## src/inc/sarsf_regs.svh

```systemverilog
// timing and frame constants of the serial conversion frame
`ifndef SARSF_REGS_SVH
`define SARSF_REGS_SVH
`define SARSF_LEAD_BITS  5'h04
`define SARSF_TRAIL_BITS 5'h02
`define SARSF_ACQ_EDGE   5'h0d
`define SARSF_CONV_EDGE  5'h0e
`define SARSF_PD_LO_EDGE 5'h02
`define SARSF_PD_HI_EDGE 5'h0a
`define SARSF_WAKE_EDGE  5'h0b
`define SARSF_CLK_NS     10
`define SARSF_WAKE_NS    800
`define SARSF_QUIET_NS   40
`endif

```

## src/inc/sarsf_pkg.sv

```systemverilog
// types shared by the serial conversion frame logic
package sarsf_pkg;
  typedef enum logic [1:0] {
    SARSF_IDLE,
    SARSF_FRAME,
    SARSF_DONE
  } sarsf_phase_t;
endpackage : sarsf_pkg

```

## src/verilog/sarsf_sync.sv

```systemverilog
// two flip-flop synchroniser for pin inputs
`timescale 1ns/1ps
module sarsf_sync #(
  parameter int W = 2
) (
  // clock and reset
  input  wire logic         core_clk,
  input  wire logic         rst_n,
  // pins
  input  wire logic [W-1:0] async_in,
  input  wire logic [W-1:0] rst_val,
  // synchronised levels
  output logic      [W-1:0] sync_out
);
  typedef struct packed {
    logic [W-1:0] s1;
    logic [W-1:0] s2;
  } sarsf_sync_t;

  sarsf_sync_t q_q;
  sarsf_sync_t q_d;

  initial begin
    if (W < 1) $error("sarsf_sync: width must be positive");
  end

  // ****************
  // two stage chain
  // ****************
  always_comb begin
    q_d = q_q;
    for (int i = 0; i < W; i++) begin
      q_d.s1[i] = async_in[i];
      q_d.s2[i] = q_q.s1[i];
    end
  end

  always_ff @(posedge core_clk or negedge rst_n) begin
    if (!rst_n) begin
      q_q <= '1;
    end else begin
      q_q <= q_d;
    end
  end

  assign sync_out = q_q.s2;
endmodule : sarsf_sync

```

## src/verilog/sarsf_frame.sv

```systemverilog
// serial conversion frame logic of the converter
`timescale 1ns/1ps
`include "sarsf_regs.svh"
module sarsf_frame #(
  parameter int DATA_W = 10
) (
  // clock and reset
  input  wire logic              core_clk,
  input  wire logic              rst_n,
  // host link pins
  input  wire logic              frame_sel_n,
  input  wire logic              serial_clk,
  output logic                   serial_out,
  output logic                   serial_out_oe,
  // converter core
  input  wire logic [DATA_W-1:0] analog_input,
  // status
  output logic                   conv_busy,
  output logic                   acq_phase,
  output logic                   power_down,
  output logic                   result_valid
);
  localparam int WORD_W = int'(`SARSF_LEAD_BITS) + DATA_W + int'(`SARSF_TRAIL_BITS);
  localparam int WAKE_CYC = (`SARSF_WAKE_NS + `SARSF_CLK_NS - 1) / `SARSF_CLK_NS;
  localparam logic [4:0] FLOAT_EDGE = 5'(WORD_W);
  localparam logic [7:0] WAKE_CNT   = 8'(WAKE_CYC);

  initial begin
    if (WORD_W != 16 || WAKE_CYC > 255) $error("sarsf_frame: unsupported width");
  end

  typedef struct packed {
    sarsf_pkg::sarsf_phase_t ph;
    logic [4:0]              cnt;
    logic [WORD_W-1:0]       word;
    logic                    cs_prev;
    logic                    ck_prev;
    logic                    out;
    logic                    oe;
    logic                    busy;
    logic                    acq;
    logic                    acq_ok;
    logic                    frame_ok;
    logic                    pd;
    logic [7:0]              wake;
    logic                    valid;
  } sarsf_frame_t;

  sarsf_frame_t st_q;
  sarsf_frame_t st_d;
  logic [1:0]   pins_s;
  logic         cs_s;
  logic         ck_s;
  logic         cs_fall;
  logic         cs_rise;
  logic         ck_fall;
  logic         ck_rise;
  logic [4:0]   cnt_nx;

  // ****************
  // pin capture
  // ****************
  sarsf_sync #(.W(2)) u_sync (
    .core_clk (core_clk),
    .rst_n    (rst_n),
    .async_in ({frame_sel_n, serial_clk}),
    .rst_val  (2'h3),
    .sync_out (pins_s)
  );

  assign cs_s    = pins_s[1];
  assign ck_s    = pins_s[0];
  assign cs_fall = st_q.cs_prev && !cs_s;
  assign cs_rise = !st_q.cs_prev && cs_s;
  assign ck_fall = st_q.ck_prev && !ck_s;
  assign ck_rise = !st_q.ck_prev && ck_s;
  assign cnt_nx  = st_q.cnt + 5'h01;

  // ****************
  // frame sequencer
  // ****************
  always_comb begin
    st_d         = st_q;
    st_d.cs_prev = cs_s;
    st_d.ck_prev = ck_s;
    if (st_q.wake != 8'h00) begin
      st_d.wake = st_q.wake - 8'h01;
    end
    unique case (st_q.ph)
      sarsf_pkg::SARSF_IDLE: begin
        st_d.oe = 1'b0;
        if (cs_fall) begin
          st_d.ph       = sarsf_pkg::SARSF_FRAME;
          st_d.cnt      = 5'h00;
          st_d.word     = {`SARSF_LEAD_BITS'(0), analog_input, `SARSF_TRAIL_BITS'(0)};
          st_d.frame_ok = st_q.acq_ok && !st_q.pd && st_q.wake == 8'h00;
          st_d.acq_ok   = 1'b0;
          st_d.acq      = 1'b0;
          st_d.valid    = 1'b0;
          st_d.busy     = !st_q.pd;
          st_d.oe       = !st_q.pd;
          st_d.out      = 1'b0;
        end
      end
      sarsf_pkg::SARSF_FRAME: begin
        if (cs_rise) begin
          st_d.ph   = sarsf_pkg::SARSF_IDLE;
          st_d.oe   = 1'b0;
          st_d.busy = 1'b0;
          if (st_q.cnt >= `SARSF_PD_LO_EDGE && st_q.cnt < `SARSF_PD_HI_EDGE) begin
            st_d.pd = 1'b1;
          end
        end else if (ck_fall) begin
          st_d.cnt = cnt_nx;
          st_d.out = st_q.word[WORD_W-1-int'(cnt_nx[3:0])];
          if (cnt_nx == `SARSF_CONV_EDGE && st_q.busy) begin
            st_d.busy  = 1'b0;
            st_d.valid = st_q.frame_ok;
          end
          if (st_q.pd && cnt_nx == `SARSF_WAKE_EDGE) begin
            st_d.pd   = 1'b0;
            st_d.wake = WAKE_CNT;
          end
          if (cnt_nx == FLOAT_EDGE) begin
            st_d.ph  = sarsf_pkg::SARSF_DONE;
            st_d.oe  = 1'b0;
            st_d.out = 1'b0;
          end
        end else if (ck_rise && st_q.cnt >= `SARSF_ACQ_EDGE && !st_q.pd && !st_q.acq) begin
          st_d.acq    = 1'b1;
          st_d.acq_ok = 1'b1;
        end
      end
      sarsf_pkg::SARSF_DONE: begin
        st_d.oe = 1'b0;
        if (ck_rise && !st_q.pd && !st_q.acq) begin
          st_d.acq    = 1'b1;
          st_d.acq_ok = 1'b1;
        end
        if (cs_rise) begin
          st_d.ph = sarsf_pkg::SARSF_IDLE;
        end
      end
    endcase
  end

  always_ff @(posedge core_clk or negedge rst_n) begin
    if (!rst_n) begin
      st_q          <= '0;
      st_q.ph       <= sarsf_pkg::SARSF_IDLE;
      st_q.cs_prev  <= 1'b1;
      st_q.ck_prev  <= 1'b1;
      st_q.acq      <= 1'b1;
      st_q.acq_ok   <= 1'b1;
    end else begin
      st_q <= st_d;
    end
  end

  assign serial_out    = st_q.out;
  assign serial_out_oe = st_q.oe;
  assign conv_busy     = st_q.busy;
  assign acq_phase     = st_q.acq;
  assign power_down    = st_q.pd;
  assign result_valid  = st_q.valid;
endmodule : sarsf_frame

```

## config.mk

```make
export PLATFORM = sky130hd
export DESIGN_NAME = sarsf_frame
export DESIGN_NICKNAME = d
export VERILOG_FILES = /design/src/inc/sarsf_pkg.sv /design/src/verilog/sarsf_sync.sv /design/src/verilog/sarsf_frame.sv
export VERILOG_INCLUDE_DIRS = /design/src /design/src/inc
export SDC_FILE = /design/constraint.sdc
export NUM_CORES = 1
export LEC_CHECK = 0
export BUFFER_PORTS_ARGS = -buffer_cell sky130_fd_sc_hd__buf_2
export CORE_MARGIN = 4
export CORE_UTILIZATION = 50
export CTS_BUF_LIST = sky130_fd_sc_hd__clkbuf_16
export CTS_CLUSTER_DIAMETER = 150
export DETAILED_ROUTE_END_ITERATION = 8
export PLACE_DENSITY_LB_ADDON = 0.12
export SLEW_MARGIN = 20
export SYNTH_ARGS = -nofsm -noshare
export SYNTH_HDL_FRONTEND = slang
export SYNTH_HIERARCHICAL = 1
export SYNTH_SLANG_ARGS = --single-unit
```

## constraint.sdc

```tcl
create_clock -name core_clk -period 2.75 [get_ports core_clk]
set_input_delay 0.1375 -clock core_clk [delete_from_list [all_inputs] [get_ports core_clk]]
set_output_delay 0.1375 -clock core_clk [all_outputs]
set_load 0.01 [all_outputs]
```

# [Word level (Yosys, flattened, before mapping)]
# Index checks and enable logic that the tools add are counted.
[word_totals] register_bits=39 in_bits=14 output_inout_bits=6 elab_cells=109
[op_classes] n_addsub=3 n_lt_le_gt_ge=4 eq_ne=17 muxes=35 n_reduce_logical=34
[ops] op="2-to-1 mux 23 bit" count=1
[ops] op="2-to-1 mux 2 bit" count=9
[ops] op="2-to-1 mux 9 bit" count=2
[ops] op="2-to-1 mux 8 bit" count=2
[ops] op="!= test 2 bit (second input constant)" count=8
[ops] op="AND reduction 4 bit" count=4
[ops] op="logical AND 1 bit" count=14
[ops] op="one-hot mux 2 bit (3 select lines)" count=2
[ops] op="equality test 5 x 4 -> 1 bit (second input constant)" count=2
[ops] op="2-to-1 mux 10 bit" count=1
[ops] op="one-hot mux 5 bit (2 select lines)" count=1
[ops] op="AND reduction 5 bit" count=2
[ops] op="!= test 3 bit (second input constant)" count=3
[ops] op="logical NOT 8 bit" count=1
[ops] op="2-to-1 mux 1 bit" count=8
[ops] op="nonzero test 8 bit" count=1
[ops] op="subtractor 8 x 1 -> 8 bit (second input constant)" count=1
[ops] op="2-to-1 mux 7 bit" count=1
[ops] op="logical NOT 1 bit" count=6
[ops] op="less-than comparator 5 x 6 -> 1 bit (second input constant)" count=1
[ops] op="2-to-1 mux 6 bit" count=1
[ops] op="one-hot mux 1 bit (2 select lines)" count=3
[ops] op="nonzero test 2 bit" count=3
[ops] op="adder 5 x 1 -> 5 bit (second input constant)" count=1
[ops] op="14 further kinds" count=15

# [Depth between registers and ports, before layout]
[depth] word_depth=9 depth_mapped=9 ltp_nobuf=7

# [By module]
# Netlist, hierarchy kept.
[by_module_without_submodules] mod="sarsf_frame" n_inst=1 cells_per_inst=176 area_each_um2=1959.4 seq_area_each_um2=854.6
[by_module_without_submodules] mod="sarsf_sync" n_inst=1 cells_per_inst=4 area_each_um2=105.1 seq_area_each_um2=105.1

# [Worst setup path before layout]
# Ideal clock, no wire load.
[synth_path] kind="reg2reg" from="register st_q[35] (netlist bit)" to="register st_q[39] (netlist bit)" setup_time_ps=110 arrival_time_ps=1633 required_time_ps=2640 path_slack_ps=1007 path_stages_with_launch=7 path_buffers=1 synth_period_minus_slack_ps=1743 cell_sequence="dfrtp_1 -> ha_1 -> buf_6 -> xnor2_1 -> nand3_1 -> o31a_1 -> o41ai_1"
[synth_between] elab_chain_len=4
[synth_lines] element="from (decl)" line_no="sarsf_frame.sv:49" rtl="sarsf_frame_t st_q;"
[synth_lines] element="from (signal assigned)" line_no="sarsf_frame.sv:156" rtl="st_q <= st_d;"
[synth_lines] element="adder 5 x 1 -> 5 bit" line_no="sarsf_frame.sv:77" rtl="assign cnt_nx = st_q.cnt + 5'h01;"
[synth_lines] element="equality test 5 bit" line_no="sarsf_frame.sv:124" rtl="if (cnt_nx == FLOAT_EDGE) begin"
[synth_lines] element="!= test 3 bit (no line)"
[synth_lines] element="AND reduction 4 bit (no line)"
# No other way between the ends.
# A chain may end at the register's enable or synchronous reset.

# [Worst setup path after layout]
[layout_path] from="register st_q[34] (netlist bit)" to="register st_q, in the netlist serial_out_oe"
[layout_between] elab_chain_len=4
[layout_lines] element="adder 5 x 1 -> 5 bit" line_no="sarsf_frame.sv:77"
[layout_lines] element="equality test 5 bit" line_no="sarsf_frame.sv:124"
[layout_lines] element="!= test 3 bit (no line)"
[layout_lines] element="AND reduction 2 bit (no line)"
# No other way between the ends.

==> flow_summary.json <==
{
  "route.antenna.remaining_nets": 0,
  "slew_headroom": 0.446,
  "fin_ws_ns": 0.561,
  "grt_antenna_before_repair": 0,
  "power_per_cell_area_mw_per_mm2": 783,
  "numPlacedInstances": 239,
  "final_layout_size_suffix_gt1_frac": 0.285,
  "final.fill_count": 335,
  "tritoncts.num_buffers": 5,
  "worstPathMaxFanout": 12,
  "timing.final.setup_violations": 0,
  "post-route-util": 0.576,
  "floorplan.core_area_mm2": 0.00400,
  "yosys_synthesis_warning_count": 6,
  "grt_pass1_vias": 1416,
  "postRouteWirelength_um": 3980,
  "synthesis.instances": 179,
  "critPathArrivalTime_ns": 2.34,
  "io_pins": 20,
  "total_area_of_multi_input_combinational_cells_um2": 988,
  "endpoint_type_of_the_worst_setup_path": "flop",
  "vias": 1391,
  "fin_max_slew_vios": 0,
  "clock_path_buffers": 2,
  "die_width_um": 72.2,
  "achievable-frequency_ghz": 0.457,
  "min_delay_path_class": "in -> reg",
  "pre_cts_ws_ns": 0.609,
  "clock_skew_ns": 0.00431,
  "ctsResizeCount": 0,
  "numPortBuffers": 19,
  "cts_hold_repair.buffers": 3,
  "finalCriticalPeriod_ns": 2.19,
  "grt_pass1_wl_um": 6870,
  "worst_ir_drop_vdd_mv": 0.613,
  "insertedDiodeCount": 0,
  "cts_root_buf": "sky130_fd_sc_hd__clkbuf_16",
  "grt_overflow_total": 0,
  "fin_cells": 250,
  "layout-area-overhead-vs-synth_pct": 11.9,
  "htreeDepth": 2,
  "grt_util_all_layers": 0.170,
  "leakage_nw": 1.08,
  "status": "finished, final reports clean",
  "postCtsSetupBuffers": 0,
  "area_occupied_by_registers_um2": 960,
  "drt_iter0_markers": 82,
  "largest_net_degree_at_the_start_of_global_routing": 39,
  "dieArea_mm2": 0.00521,
  "cts_tree": "done",
  "reg2reg_setup_slack_ns": 0.56,
  "hpwl_um": 2710,
  "path_class": "reg -> reg",
  "vias_per_cell": 5.56,
  "fin_hold_ws_ns": 0.0884,
  "replace_congestion": 0.882,
  "worst_skew_pair.late_latency_ns": 0.28,
  "syn_area_mm2": 0.00206,
  "final_min_period_over_clock_period": 0.796,
  "clock_edge_transition_at_the_registers_on_the_reported_setup_and_hold_paths_ns": 0.06,
  "grt_setup_unrepaired": "no",
  "timing.setup.tns_ns": 0,
  "max-cap-violations": 0,
  "timing.critical_path.from_type": "flop",
  "nNetsFinal": 221,
  "initial_utilization": 0.515,
  "mappedNetlistNets": 201,
  "clkSinkCount": 38,
  "post_drt_wl_per_cell_um": 15.9,
  "fp-row-count": 23,
  "floorplan.die.height_um": 72.2,
  "hold_vio_cnt_final": 0,
  "detailed_route_drc_error_count": 0,
  "timing.critical_path.required_ns": 2.90,
  "timing_worst_slew_pin_value_ns": 0.831,
  "synthesis.area_per_instance_um2": 11.5,
  "detailedRoute.firstPassIterationCount": 4
}
## final cells by class
cell class,instances,share of cell area
multi-input combinational,123,0.429
sequential,38,0.416
clock inverter,3,0.00488
inverter,9,0.0147
clock buffer,5,0.0543
timing repair buffer,22,0.0543
tap,50,0.0271
## worst max-delay path: stages, from the launching register on
cell                      delay, ns
sky130_fd_sc_hd__dfrtp_1       0.55
sky130_fd_sc_hd__ha_1          0.38
sky130_fd_sc_hd__xnor2_1       0.32
sky130_fd_sc_hd__nand3_1       0.12
sky130_fd_sc_hd__o31a_1        0.38
sky130_fd_sc_hd__o41ai_1       0.32
## stage by stage
stage               cell area [µm²]  power, mW
finish                         2310       1.81
CTS                            2310       1.83
floorplan                      2060       1.15
detailed placement             2140       1.28
global route                   2310       1.92
global placement               2140       1.25
## layer usage
metal | share of wire | global-route usage | vias to the layer above
met4 | 0.018 | 0.0605 | 0
met2 | 0.47 | 0.267 | 34
met3 | 0.047 | 0.0512 | 9
li1 | - | - | 686
met1 | 0.47 | 0.225 | 662
met5 | 0 | 0 | -
## cell usage in the layout (no fill, tap or decap), types with 3 or more instances in the layout
| cell | instances |
|---|---|
| sky130_fd_sc_hd__o21ai_1 | 4 |
| sky130_fd_sc_hd__nand3_1 | 6 |
| sky130_fd_sc_hd__xnor2_1 | 6 |
| sky130_fd_sc_hd__a21oi_1 | 3 |
| sky130_fd_sc_hd__clkbuf_16 | 5 |
| sky130_fd_sc_hd__dfrtp_1 | 31 |
| sky130_fd_sc_hd__nand2_1 | 9 |
| sky130_fd_sc_hd__xor2_1 | 3 |
| sky130_fd_sc_hd__nor2_1 | 11 |
| sky130_fd_sc_hd__buf_2 | 19 |
| sky130_fd_sc_hd__inv_1 | 11 |
| sky130_fd_sc_hd__ha_1 | 8 |
| sky130_fd_sc_hd__o21ai_0 | 7 |
| sky130_fd_sc_hd__mux2_2 | 11 |
| sky130_fd_sc_hd__dfstp_2 | 7 |
| sky130_fd_sc_hd__dlygate4sd3_1 | 3 |
## report_power, final
part / internal, mW / switching, mW / total (mW) / leakage [nW]
registers: 0.695 / 0.100 / 0.795 / 0.478
logic: 0.250 / 0.228 / 0.478 / 0.532
clock network: 0.326 / 0.208 / 0.534 / 0.0738
## final timing paths
kind	start	end	depth (start not counted)
hold reg to reg	u_sync/q_d[0]$_DFF_PN1_	u_sync/sync_out[0]$_DFF_PN1_	0
hold / removal	analog_input[9]	st_q[29]$_DFFE_PN0P_	2
max in group asynchronous	rst_n	st_q[7]$_DFF_PN0_	2
setup reg to reg	st_q[34]$_DFFE_PN0P_	serial_out_oe$_DFFE_PN0P_	5
min in group asynchronous	rst_n	st_q[37]$_DFFE_PN0P_	2
setup / recovery	st_q[34]$_DFFE_PN0P_	serial_out_oe$_DFFE_PN0P_	5
## flip-flops by register name, indices dropped and copies added (netlist names)
name	count
result_valid	1
acq_phase	1
st_q	28
u_sync/sync_out	2
serial_out	1
serial_out_oe	1
conv_busy	1
u_sync/q_d	2
power_down	1
(Power assumes the default switching activity.)
